===== src/hdl/clt_regs.svh =====
// Register offsets, reset values and sizes of the configurable logic tile
`ifndef CLT_REGS_SVH
`define CLT_REGS_SVH

`define CLT_ADDR_W          8
`define CLT_DATA_W          32

`define CLT_LUT_INPUTS      4
`define CLT_LUT_DEPTH       16
`define CLT_CELLS           4
`define CLT_SLICES          2

// Truth table or memory image of tables 0..3, one word each
`define CLT_OFS_LUT_BASE    8'h00
`define CLT_OFS_MODE        8'h10
`define CLT_OFS_SLICE_CFG   8'h14
`define CLT_OFS_STATUS      8'h18

// Two mode bits per table, table 0 in the low bits
`define CLT_MODE_W          2
// One sixteen-bit configuration half per slice, slice 0 low
`define CLT_SLICE_CFG_W     16

`define CLT_RST_LUT         16'h0000
`define CLT_RST_MODE        8'h00
`define CLT_RST_SLICE_CFG   16'h0000

// Status word: cell outputs in bits 3:0, storage elements in 7:4, carries in 9:8
`define CLT_STAT_CELL_LSB   0
`define CLT_STAT_Q_LSB      4
`define CLT_STAT_CARRY_LSB  8

`endif


===== src/hdl/clt_pkg.sv =====
// Types shared by the configurable logic tile
package clt_pkg;

  typedef enum logic [1:0] {
    CLT_LUT_LOGIC,
    CLT_LUT_RAM,
    CLT_LUT_SHIFT,
    CLT_LUT_SPARE
  } clt_lut_mode_e;

  typedef enum logic [1:0] {
    CLT_RAM_SINGLE,
    CLT_RAM_WIDE,
    CLT_RAM_DEEP,
    CLT_RAM_DUAL
  } clt_ram_combine_e;

  typedef struct packed {
    logic             and_gen;
    logic             xor_g;
    logic             xor_f;
    logic             inv_opp;
    logic             inv_init;
    logic             inv_ce;
    logic             inv_clk;
    logic             opp_async;
    logic             init_async;
    logic             init_g;
    logic             init_f;
    logic             dsel_g;
    logic             dsel_f;
    logic             latch;
    clt_ram_combine_e combine;
  } clt_slice_cfg_s;

  typedef struct packed {
    logic [3:0] f_addr;
    logic [3:0] g_addr;
    logic [1:0] direct;
    logic       slice_clk;
    logic       ce;
    logic       init_force;
    logic       opposite_force;
    logic       ram_we;
    logic       f5_sel;
    logic       carry_in;
  } clt_slice_in_s;

  typedef struct packed {
    logic [1:0] comb;
    logic [1:0] q;
    logic       f5;
    logic       carry_out;
  } clt_slice_out_s;

  typedef struct packed {
    logic data;
    logic oe;
  } clt_bus_drv_s;

endpackage


===== src/hdl/clt_logic_tile.sv =====
// Configurable logic tile: four cells in two slices, wide combiners, carry, bus drivers
`timescale 1ns/1ps
`include "clt_regs.svh"

// Operation
// - Cell has table, carry logic, storage element
// - Table output feeds tile output and flop
// - Four cells grouped as two slices
// - Table can be 16x1 synchronous RAM
// - Slice pair: 16x2, 32x1 or dual-port
// - Table can be 16-stage shift register
// - Storage element is flop or latch
// - Storage input from table or direct input
// - Init force loads configured initial state
// - Opposite force loads complement of initial state
// - Forces synchronous by default, optionally asynchronous
// - Clock, enable, forces invertible, shared per slice
// - Five-input combiner merges slice table outputs
// - Six-input combiner selects between five-input combiners
// - Four feedthrough paths, one per cell
// - Two carry chains, two bits each
// - Per-cell XOR gives one-bit full adder
// - Dedicated AND gate for partial products
// - Carry path cascades tables for wide functions
// - Two tristate bus drivers, own data and enable
module clt_logic_tile #(
  parameter int LUT_INPUTS = `CLT_LUT_INPUTS,
  parameter int CELLS      = `CLT_CELLS
) (
  input  wire logic                                  clk_sys,
  input  wire logic                                  sys_rst,
  input  wire logic [`CLT_ADDR_W-1:0]                reg_addr,
  input  wire logic [`CLT_DATA_W-1:0]                reg_wdata,
  input  wire logic                                  reg_wr,
  input  wire logic                                  reg_rd,
  output logic      [`CLT_DATA_W-1:0]                reg_rdata,
  input  wire clt_pkg::clt_slice_in_s [1:0]          slice_in,
  output clt_pkg::clt_slice_out_s     [1:0]          slice_out,
  input  wire logic                                  f6_sel,
  output logic                                       six_input_combiner,
  input  wire logic [3:0]                            ft_in,
  output logic      [3:0]                            ft_out,
  input  wire clt_pkg::clt_bus_drv_s  [1:0]          bus_drv_in,
  output clt_pkg::clt_bus_drv_s       [1:0]          tristate_bus_driver
);

  localparam logic [7:0] LUT_BASE = `CLT_OFS_LUT_BASE;

  if (LUT_INPUTS != 4 || CELLS != 4) begin : g_bad_size
    $error("clt_logic_tile only supports four-input tables and four cells");
  end
  // Both slice configurations share one data word
  if (`CLT_DATA_W < 2 * `CLT_SLICE_CFG_W) begin : g_bad_data_w
    $error("clt_logic_tile needs a data word that holds both slice configurations");
  end
  if (`CLT_LUT_DEPTH != (1 << LUT_INPUTS)) begin : g_bad_depth
    $error("clt_logic_tile table depth must match its input count");
  end
  if (`CLT_CELLS != 2 * `CLT_SLICES) begin : g_bad_slices
    $error("clt_logic_tile holds two cells per slice");
  end
  if (`CLT_MODE_W * CELLS > 8) begin : g_bad_mode_w
    $error("clt_logic_tile mode register holds one eight-bit word");
  end

  function automatic logic reg_hit(input logic [7:0] addr, input logic [7:0] ofs);
    reg_hit = (addr == ofs);
  endfunction

  function automatic logic tap(input logic [15:0] tbl, input logic [3:0] a);
    tap = tbl[a];
  endfunction

  // Clock, enable and both forces of a slice each have their own polarity bit
  function automatic logic ctl_level(input logic pin, input logic inv);
    ctl_level = pin ^ inv;
  endfunction

  // Cell 0 of a slice takes the F choice, cell 1 the G choice
  function automatic logic pick_fg(input int k, input logic f, input logic g);
    pick_fg = (k == 0) ? f : g;
  endfunction

  // Table storage doubles as truth table, RAM image and shift stages
  logic [15:0]                   lut_q [4];
  logic [7:0]                    mode_q;
  clt_pkg::clt_slice_cfg_s [1:0] cfg_q;
  logic [1:0]                    clk_prev_q;
  logic [3:0]                    ff_q;

  logic [3:0]                    lut_addr [4];
  logic [3:0]                    lut_wa [4];
  logic [3:0]                    lut_din;
  logic [3:0]                    lut_we;
  logic [3:0]                    shift_en;
  logic [3:0]                    lut_out;
  logic [3:0]                    cell_out;
  logic [3:0]                    ff_d;
  logic [3:0]                    ff_init;
  logic [1:0]                    carry_out;
  logic [1:0]                    f5;
  logic [1:0]                    clk_lvl;
  logic [1:0]                    clk_edge;
  logic [1:0]                    ce_on;
  logic [1:0]                    init_on;
  logic [1:0]                    opp_on;

  logic                          lut_reg_hit;
  logic [1:0]                    lut_reg_idx;

  assign lut_reg_hit = (reg_addr[7:4] == LUT_BASE[7:4]) && (reg_addr[1:0] == 2'h0);
  assign lut_reg_idx = reg_addr[3:2];

  // Edge uses the previous raw pin under the current polarity, so a polarity
  // change on a steady pin never fakes a slice edge
  always_comb begin
    for (int s = 0; s < 2; s++) begin
      clk_lvl[s]  = ctl_level(slice_in[s].slice_clk, cfg_q[s].inv_clk);
      clk_edge[s] = clk_lvl[s] & ~ctl_level(clk_prev_q[s], cfg_q[s].inv_clk);
      ce_on[s]    = ctl_level(slice_in[s].ce, cfg_q[s].inv_ce);
      init_on[s]  = ctl_level(slice_in[s].init_force, cfg_q[s].inv_init);
      opp_on[s]   = ctl_level(slice_in[s].opposite_force, cfg_q[s].inv_opp);
    end
  end

  always_comb begin
    clt_pkg::clt_slice_cfg_s cfg;
    clt_pkg::clt_slice_in_s  in;
    logic                    c;
    logic                    gen;
    logic                    ram_we;
    int                      i;
    cfg = '0;
    in  = '0;
    c   = 1'b0;
    gen = 1'b0;
    ram_we = 1'b0;
    i   = 0;
    for (int s = 0; s < 2; s++) begin
      cfg = cfg_q[s];
      in  = slice_in[s];

      lut_addr[2*s]   = in.f_addr;
      lut_addr[2*s+1] = in.g_addr;
      lut_wa[2*s]     = in.f_addr;
      lut_wa[2*s+1]   = in.f_addr;
      lut_din[2*s]    = in.direct[0];
      lut_din[2*s+1]  = in.direct[0];
      ram_we          = clk_edge[s] & in.ram_we;
      lut_we[2*s]     = ram_we;
      lut_we[2*s+1]   = ram_we;
      case (cfg.combine)
        clt_pkg::CLT_RAM_SINGLE: begin
          lut_wa[2*s+1]  = in.g_addr;
          lut_din[2*s+1] = in.direct[1];
        end
        clt_pkg::CLT_RAM_WIDE: begin
          // Two bits per word share one address
          lut_addr[2*s+1] = in.f_addr;
          lut_din[2*s+1]  = in.direct[1];
        end
        clt_pkg::CLT_RAM_DEEP: begin
          // Fifth address bit picks the half and reads through the combiner
          lut_addr[2*s+1] = in.f_addr;
          lut_we[2*s]     = ram_we & ~in.f5_sel;
          lut_we[2*s+1]   = ram_we & in.f5_sel;
        end
        clt_pkg::CLT_RAM_DUAL: begin
          // Both copies written alike; second table reads at its own address
          lut_addr[2*s+1] = in.g_addr;
        end
        default: begin
          lut_we[2*s+1] = ram_we;
        end
      endcase
      shift_en[2*s]   = clk_edge[s] & ce_on[s];
      shift_en[2*s+1] = clk_edge[s] & ce_on[s];
      if (cfg.combine == clt_pkg::CLT_RAM_SINGLE) begin
        lut_din[2*s+1] = in.direct[1];
      end

      c = in.carry_in;
      for (int k = 0; k < 2; k++) begin
        i = 2 * s + k;
        lut_out[i] = tap(lut_q[i], lut_addr[i]);
        // Partial product of the two low operand bits
        gen = cfg.and_gen ? (lut_addr[i][0] & lut_addr[i][1]) : in.direct[k];
        cell_out[i] = pick_fg(k, cfg.xor_f, cfg.xor_g) ? (lut_out[i] ^ c) : lut_out[i];
        ff_d[i] = pick_fg(k, cfg.dsel_f, cfg.dsel_g) ? in.direct[k] : cell_out[i];
        ff_init[i] = pick_fg(k, cfg.init_f, cfg.init_g);
        // Table output propagates, otherwise generate; also cascades wide functions
        c = lut_out[i] ? c : gen;
      end
      carry_out[s] = c;
      f5[s] = in.f5_sel ? lut_out[2*s+1] : lut_out[2*s];
    end
  end

  // Software load of a table wins over a user write in the same cycle
  always_ff @(posedge clk_sys) begin
    if (sys_rst) begin
      for (int i = 0; i < 4; i++) begin
        lut_q[i] <= `CLT_RST_LUT;
      end
    end else begin
      for (int i = 0; i < 4; i++) begin
        if (reg_wr && lut_reg_hit && lut_reg_idx == 2'(i)) begin
          lut_q[i] <= reg_wdata[15:0];
        end else begin
          case (clt_pkg::clt_lut_mode_e'(mode_q[2*i +: 2]))
            clt_pkg::CLT_LUT_RAM: begin
              if (lut_we[i]) begin
                lut_q[i][lut_wa[i]] <= lut_din[i];
              end
            end
            clt_pkg::CLT_LUT_SHIFT: begin
              if (shift_en[i]) begin
                lut_q[i] <= {lut_q[i][14:0], lut_din[i]};
              end
            end
            default: begin
              lut_q[i] <= lut_q[i];
            end
          endcase
        end
      end
    end
  end

  always_ff @(posedge clk_sys) begin
    if (sys_rst) begin
      mode_q <= `CLT_RST_MODE;
    end else if (reg_wr && reg_hit(reg_addr, `CLT_OFS_MODE)) begin
      mode_q <= reg_wdata[7:0];
    end
  end

  always_ff @(posedge clk_sys) begin
    if (sys_rst) begin
      cfg_q <= {`CLT_RST_SLICE_CFG, `CLT_RST_SLICE_CFG};
    end else if (reg_wr && reg_hit(reg_addr, `CLT_OFS_SLICE_CFG)) begin
      cfg_q <= reg_wdata[31:0];
    end
  end

  // Raw pins kept, polarity applied when the edge is formed
  always_ff @(posedge clk_sys) begin
    if (sys_rst) begin
      clk_prev_q <= 2'h0;
    end else begin
      clk_prev_q <= {slice_in[1].slice_clk, slice_in[0].slice_clk};
    end
  end

  // Storage elements: init force over opposite force over data
  always_ff @(posedge clk_sys) begin
    if (sys_rst) begin
      ff_q <= 4'h0;
    end else begin
      for (int i = 0; i < 4; i++) begin
        if (init_on[i/2] && (cfg_q[i/2].init_async || clk_edge[i/2])) begin
          ff_q[i] <= ff_init[i];
        end else if (opp_on[i/2] && (cfg_q[i/2].opp_async || clk_edge[i/2])) begin
          ff_q[i] <= ~ff_init[i];
        end else if (cfg_q[i/2].latch ? (clk_lvl[i/2] && ce_on[i/2]) : (clk_edge[i/2] && ce_on[i/2])) begin
          ff_q[i] <= ff_d[i];
        end
      end
    end
  end

  // Every user-facing output is registered on the system clock
  always_ff @(posedge clk_sys) begin
    if (sys_rst) begin
      slice_out <= '0;
    end else begin
      for (int s = 0; s < 2; s++) begin
        slice_out[s].comb      <= cell_out[2*s +: 2];
        slice_out[s].q         <= ff_q[2*s +: 2];
        slice_out[s].f5        <= f5[s];
        slice_out[s].carry_out <= carry_out[s];
      end
    end
  end

  always_ff @(posedge clk_sys) begin
    if (sys_rst) begin
      six_input_combiner <= 1'b0;
    end else begin
      six_input_combiner <= f6_sel ? f5[1] : f5[0];
    end
  end

  always_ff @(posedge clk_sys) begin
    if (sys_rst) begin
      ft_out <= 4'h0;
    end else begin
      ft_out <= ft_in;
    end
  end

  always_ff @(posedge clk_sys) begin
    if (sys_rst) begin
      tristate_bus_driver <= '0;
    end else begin
      tristate_bus_driver <= bus_drv_in;
    end
  end

  logic [`CLT_DATA_W-1:0]        rdata_d;

  // Read data stand one cycle after the strobe; unmapped reads give zero
  always_comb begin
    rdata_d = '0;
    if (reg_rd) begin
      if (lut_reg_hit) begin
        rdata_d[15:0] = lut_q[lut_reg_idx];
      end else if (reg_hit(reg_addr, `CLT_OFS_MODE)) begin
        rdata_d[7:0] = mode_q;
      end else if (reg_hit(reg_addr, `CLT_OFS_SLICE_CFG)) begin
        rdata_d = cfg_q;
      end else if (reg_hit(reg_addr, `CLT_OFS_STATUS)) begin
        rdata_d[`CLT_STAT_CELL_LSB +: 4]  = cell_out;
        rdata_d[`CLT_STAT_Q_LSB +: 4]     = ff_q;
        rdata_d[`CLT_STAT_CARRY_LSB +: 2] = carry_out;
      end
    end
  end

  always_ff @(posedge clk_sys) begin
    if (sys_rst) begin
      reg_rdata <= '0;
    end else begin
      reg_rdata <= rdata_d;
    end
  end

endmodule


===== config.mk =====
export PLATFORM = sky130hd
export DESIGN_NAME = clt_logic_tile
export DESIGN_NICKNAME = d
export VERILOG_FILES = /design/src/hdl/clt_pkg.sv /design/src/hdl/clt_logic_tile.sv
export VERILOG_INCLUDE_DIRS = /design/src /design/src/hdl
export SDC_FILE = /design/constraint.sdc
export NUM_CORES = 1
export LEC_CHECK = 0
export ABC_CLOCK_PERIOD_IN_PS = 3100
export BUFFER_PORTS_ARGS = -buffer_cell sky130_fd_sc_hd__buf_2
export CAP_MARGIN = 15
export CORE_ASPECT_RATIO = 0.6
export CORE_MARGIN = 2
export CORE_UTILIZATION = 35
export DETAILED_ROUTE_END_ITERATION = 6
export SLEW_MARGIN = 20
export SYNTH_ARGS = -nofsm -noshare
export SYNTH_HDL_FRONTEND = slang
export SYNTH_SLANG_ARGS = --single-unit

===== constraint.sdc =====
create_clock -name clk_sys -period 3.1 [get_ports clk_sys]
set_clock_uncertainty 0.2 [all_clocks]
set_input_delay 0.155 -clock clk_sys [delete_from_list [all_inputs] [get_ports clk_sys]]
set_output_delay 0.155 -clock clk_sys [all_outputs]
set_load 0.1 [all_outputs]

Word level (Yosys, flattened, before mapping) --
Memory sizes are Yosys's and may differ from the RTL's. Index checks and enable logic that the tools add are counted.
Word-level totals: flip-flop bits (word level) 99, bits in latches 0, memory bits (writable) 64, ROM bits 0, input port bits 87, logic and storage cells 681, memories 1
Memory list:
- lut_q | words 4, width 16, read ports 5, clocked after Yosys merged registers in 0, wr ports 4, RTL line clt_logic_tile.sv:85 | logic [15:0] lut_q [4];
Cells by class: add/subtract/negate cells 0, multiply operators 0, divide/modulo/power cells 0, $lt $le $gt $ge 10, equal/unequal tests 18, shifts and indexed selects 0, multiplexer cells 329, bitwise gates (word level) 234, reductions and logical operators 39
Operators by type and width (number):
- $mux 1 | 301
- $or 1x1->1 | 196
- $mux 16 | 9
- $lt 4x5->1 const B | 6
- $eq 8x5->1 const B | 3
- $logic_and 1x1->1 | 20
- $mux 10 | 2
- $bmux 1 s4 | 4
- $demux 1 s4 | 4
- $eq 2x2->1 const B | 8
- $ge 4x1->1 const B | 4
- $mux 4 | 4
- $mux 8 | 2
- $and 1x1->1 | 14
- $eq 2x1->1 const B | 7
- $reduce_or 2->1 | 7
- $xor 1x1->1 | 14
- $not 1->1 | 10
- $logic_not 2->1 | 4
- $mux 6 | 1
- $reduce_bool 3->1 | 2
- $reduce_or 5->1 | 1
- $logic_not 4->1 | 1
- $logic_or 1x1->1 | 4
- $mux 2 | 2

Longest topological paths before layout --
depth after elaboration 14, gate-level depth with buffers 10

Worst setup path after synthesis --
OpenSTA, ideal clock, no wires.
path kind register to register, start point register cfg_q[16] in the netlist's numbering, end point register reg_rdata[9], arrival time 2445 ps, setup slack 328 ps, stages on the path, launching flop included 11, period minus slack after synthesis 2772 ps, cell sequence dfxtp_1 inv_1 ha_1 buf_2 mux2i_4 mux4_2 mux2i_1 mux2i_1 mux2i_1 a222oi_1 nor2_1
On the way: word-level cells in the longest chain between the ends 10
RTL lines:
- start: declaration | RTL line clt_logic_tile.sv:87 | clt_pkg::clt_slice_cfg_s [1:0] cfg_q;
- start signal: assignment | RTL line clt_logic_tile.sv:240 | cfg_q <= {`CLT_RST_SLICE_CFG, `CLT_RST_SLICE_CFG};
- start signal: assignment | RTL line clt_logic_tile.sv:242 | cfg_q <= reg_wdata[31:0];
- $eq 2x2->1 / $eq 2x1->1 (equally long branches) | RTL line clt_logic_tile.sv:152 | case (cfg.combine)
- $reduce_or 2->1 (no source line) *
- $mux 4 * | RTL line clt_logic_tile.sv:152
- $bmux 1 s4 / $and 1x1->1 (equally long branches) | RTL line clt_logic_tile.sv:71, clt_logic_tile.sv:187
- $mux 1, on equally long branches | RTL line clt_logic_tile.sv:71, clt_logic_tile.sv:187
- $mux 1 * | RTL line clt_logic_tile.sv:192 | c = lut_out[i] ? c : gen;
- $mux 10 * | RTL line clt_logic_tile.sv:322 | end else if (reg_hit(reg_addr, `CLT_OFS_STATUS)) begin
- $mux 10 * | RTL line clt_logic_tile.sv:320 | end else if (reg_hit(reg_addr, `CLT_OFS_SLICE_CFG)) begin
- $mux 8 * | RTL line clt_logic_tile.sv:318 | end else if (reg_hit(reg_addr, `CLT_OFS_MODE)) begin
- $mux 16 * | RTL line clt_logic_tile.sv:316 | if (lut_reg_hit) begin
- end signal: assignment | RTL line clt_logic_tile.sv:334 | reg_rdata <= rdata_d;
- end: declaration | RTL line clt_logic_tile.sv:36 | output logic [`CLT_DATA_W-1:0] reg_rdata,
Every way passes the cells marked *; elsewhere a longest branch is shown, timed or not. The select of a mux whose other input is x is not followed. A chain may end at the register's enable or synchronous reset.

Worst setup path in the final report --
start point register cfg_q[0] in the netlist's numbering, end point register reg_rdata[8]
The elaborated chain is that of the path after synthesis.

==> metrics <==
status finished, final reports clean; die area 0.0290 mm^2; synth top area cells dfxtp_1, edfxtp_1, a21oi_1; Synth cell types 61; crit end category register; RSZ-0062 raised after global routing false; final setup fails 0; most common cell after layout, fill and taps aside nand2_1; CP Data Arrival Time a little over 3 ns; hold depth 4; global placer's final weighted congestion 0.938; vias per inst slightly below 6; vias between 9000 and 10000; P&R area growth vs syn 23.6%; Async SR Flop Fraction 0%; largest net degree at the start of global routing 58; Tcrit/Tclk final ~93%; Critical Path Max Stage Delay 0.45 ns; Placement Setup Slack 0.104 ns; Max-Cap Viols 0; share of layout cells above drive strength 1 20.2%; slew margin rel. 44.2%; Synth top area share 20.5%; WS Path Type register to register; reg2reg path depth 10; Routed WL 38600 um; Startpoint Class register; maximum net fanout on the critical path 9; Crit path max-delay family multiplexers; IO Count 140; GRT overflow 0; ys flop type dfxtp_1; post-synth top area cell dfxtp_1; # fillers 2753; first-pass GRT wire length 56400 um; post-synthesis sequential area ratio 40.4%; Hold Vio Cnt, Final 0; syn_nets 1215; H-tree levels 4; Yosys Warn Count 0; min-delay worst type input pin to register; # clock sinks 163; Total Routing Usage GR 26.6%; DP Cell Count 1580; CP max-delay cell ha_1; worst skew pair latency roughly 0.46 ns; worst setup margin approximately 0.21 ns; Num CTS Buffers 17; Die H 133 um; most frequent cell on the critical path mux2i_1; antenna cells 0; Storage cell area 0.00390 mm^2; Util after Layout 43.6%; leakage 0.00433 uW; setup TNS 0 ns; DR pass1 iterations 5; maximum VDD drop ~0.32 mV; clock buffer depth 2; max frequency 346 MHz; vias in the first global route 8870; min cycle time layout 2.89 ns; Mapped Cells 1114; CORE AREA roughly 0.027 mm^2; Initial Util between 30% and 40%; WP buf/inv 2; DRT iter0 DRCs approximately 1200; CTS tree built; Power Total 5460 uW; HPWL after DPL 28300 um; CP required 3.28 ns; Slew Viols, Final 0; Final Non-Filler Cells 1665; Total Nets Final 1386; Worst R2R Setup Slack 0.21 ns; Syn Area/Cell roughly 8.7 um^2; cells along the critical path inv_1 -> ha_1 -> mux2i_4 -> buf_12 -> mux2i_1 -> mux2i_1 -> a22oi_1 -> nand2_1 -> mux2_1 -> o22ai_1; ANT nets after route 0; leading cell types in the layout, fill and taps excluded nand2_1, a21oi_1, buf_2; pwr dens 458 mW/mm^2; Worst-Margin Slew between 0.8 and 0.9 ns; initial antenna violation count 3; die width 218 um; synthesized flop and latch total 163; Clock Pin Slew Worst Setup and Hold Paths 0.07 ns; area of the mapped netlist 0.00966 mm^2; Post-route DRC 0; EDFF count, synth 64; PortBufs about 140; Root Driver clkbuf_16; area of the multi-input gates 0.00535 mm^2; row cnt 47; Critical Path Stages 10; WL per Instance 23.2 um
[per-stage QoR]
step | instance area, um^2 | hold slack, ns
6_report | 11900 | 0.0200
5_1_grt | 11900 | 0.0249
4_1_cts | 11900 | 0.00253
3_5_place_dp | 10800 | 0.170
3_3_place_gp | 10800 | 0.162
2_1_floorplan | 9660 | 0.0546
[cell usage after synthesis, types with 4 or more instances]
cell      instances
mux4_1            4
mux4_2           26
nor2_1           69
a21oi_1         141
a31oi_1          32
nand3_1          25
o21ai_0          56
o221a_1          11
nor3_1           12
inv_1            25
buf_2            23
nand4_1           5
buf_1             6
mux2i_1          28
o21ai_1          28
o22ai_1          19
and2_1           21
a21boi_1         15
and3_1            6
dfxtp_1          99
o31ai_1           4
or3_1             5
mux2_2            6
ha_1             14
edfxtp_1         64
nor3b_1           6
xor2_1            8
clkbuf_1         50
nor2b_1          31
a22oi_1          22
nand2b_1         11
nand2_1         186
o211ai_1         12
xnor2_1           5
[area by class of cell]
type,count,share of cell area (%)
Tap cell,367,3.85
Multi-Input combinational cell,845,44.8
Clock buffer,18,3.68
Inverter,26,0.818
Sequential cell,163,32.7
Clock inverter,14,1.21
Timing Repair Buffer,232,12.9
[final timing paths]
| path | to | from |
|---|---|---|
| worst max register to register | reg_rdata[8]$_SDFF_PP0_ | cfg_q[0]$_SDFFE_PP0P_ |
| worst min register to register | cfg_q[24]$_SDFFE_PP0P_ | cfg_q[24]$_SDFFE_PP0P_ |
| worst max-delay path | reg_rdata[8]$_SDFF_PP0_ | cfg_q[0]$_SDFFE_PP0P_ |
| worst min-delay path | slice_out[4]$_SDFF_PP0_ | slice_in[0] |
[cells by family after synthesis]
kind of cell	count (synthesis)	share of synthesized area (%)
and+or+nand+nor	393	18.8
adders and majority gates	14	1.81
DFF	163	40.4
buffers and inverters	106	4.50
AOI/OAI and AO/OA	358	22.0
muxes	67	11.3
xor gates and xnor gates	13	1.18
[worst register-to-register path: stages (launching register included)]
cell and delay (ns):
dfxtp_1 0.38, inv_1 0.08, ha_1 0.45, mux2i_4 0.30, buf_12 0.16, mux2i_1 0.22, mux2i_1 0.10, a22oi_1 0.27
nand2_1 0.16, mux2_1 0.36, o22ai_1 0.13
[routing by layer]
metal  global-route usage (%)  part of all wire, %
met1                     37.8                   43
met2                     35.7                   40
met3                     13.0                   15
met4                     5.71                  1.5
met5                     2.33                 0.24
[what timing repair did]
| action | 4_1_cts | 5_1_grt |
|---|---|---|
| buffers inserted | 0 | 1 |
| hold buffers | 52 | 0 |
| setup endpoints to repair | 0 | 5 |
| endpoints found under the hold margin | 63 | 0 |
| gates resized for setup | 0 | 5 |
[sequential cells by signal (all words and copies together), names as in the netlist]
register	flops
ff_q	4
slice_out	12
cfg_q	32
ft_out	4
clk_prev_q	2
tristate_bus_driver	4
mode_q	8
six_input_combiner	1
lut_q	64
reg_rdata	32
[power by group]
part           total (uW)  internal, uW  switching, uW  leakage (uW)
Sequential           2410          2310            100       0.00138
Combinational         879           311            568       0.00267
Clock                2170          1150           1020      0.000284
Total                5460          3780           1690       0.00433
No activity file was read; power rests on OpenSTA's default activity.
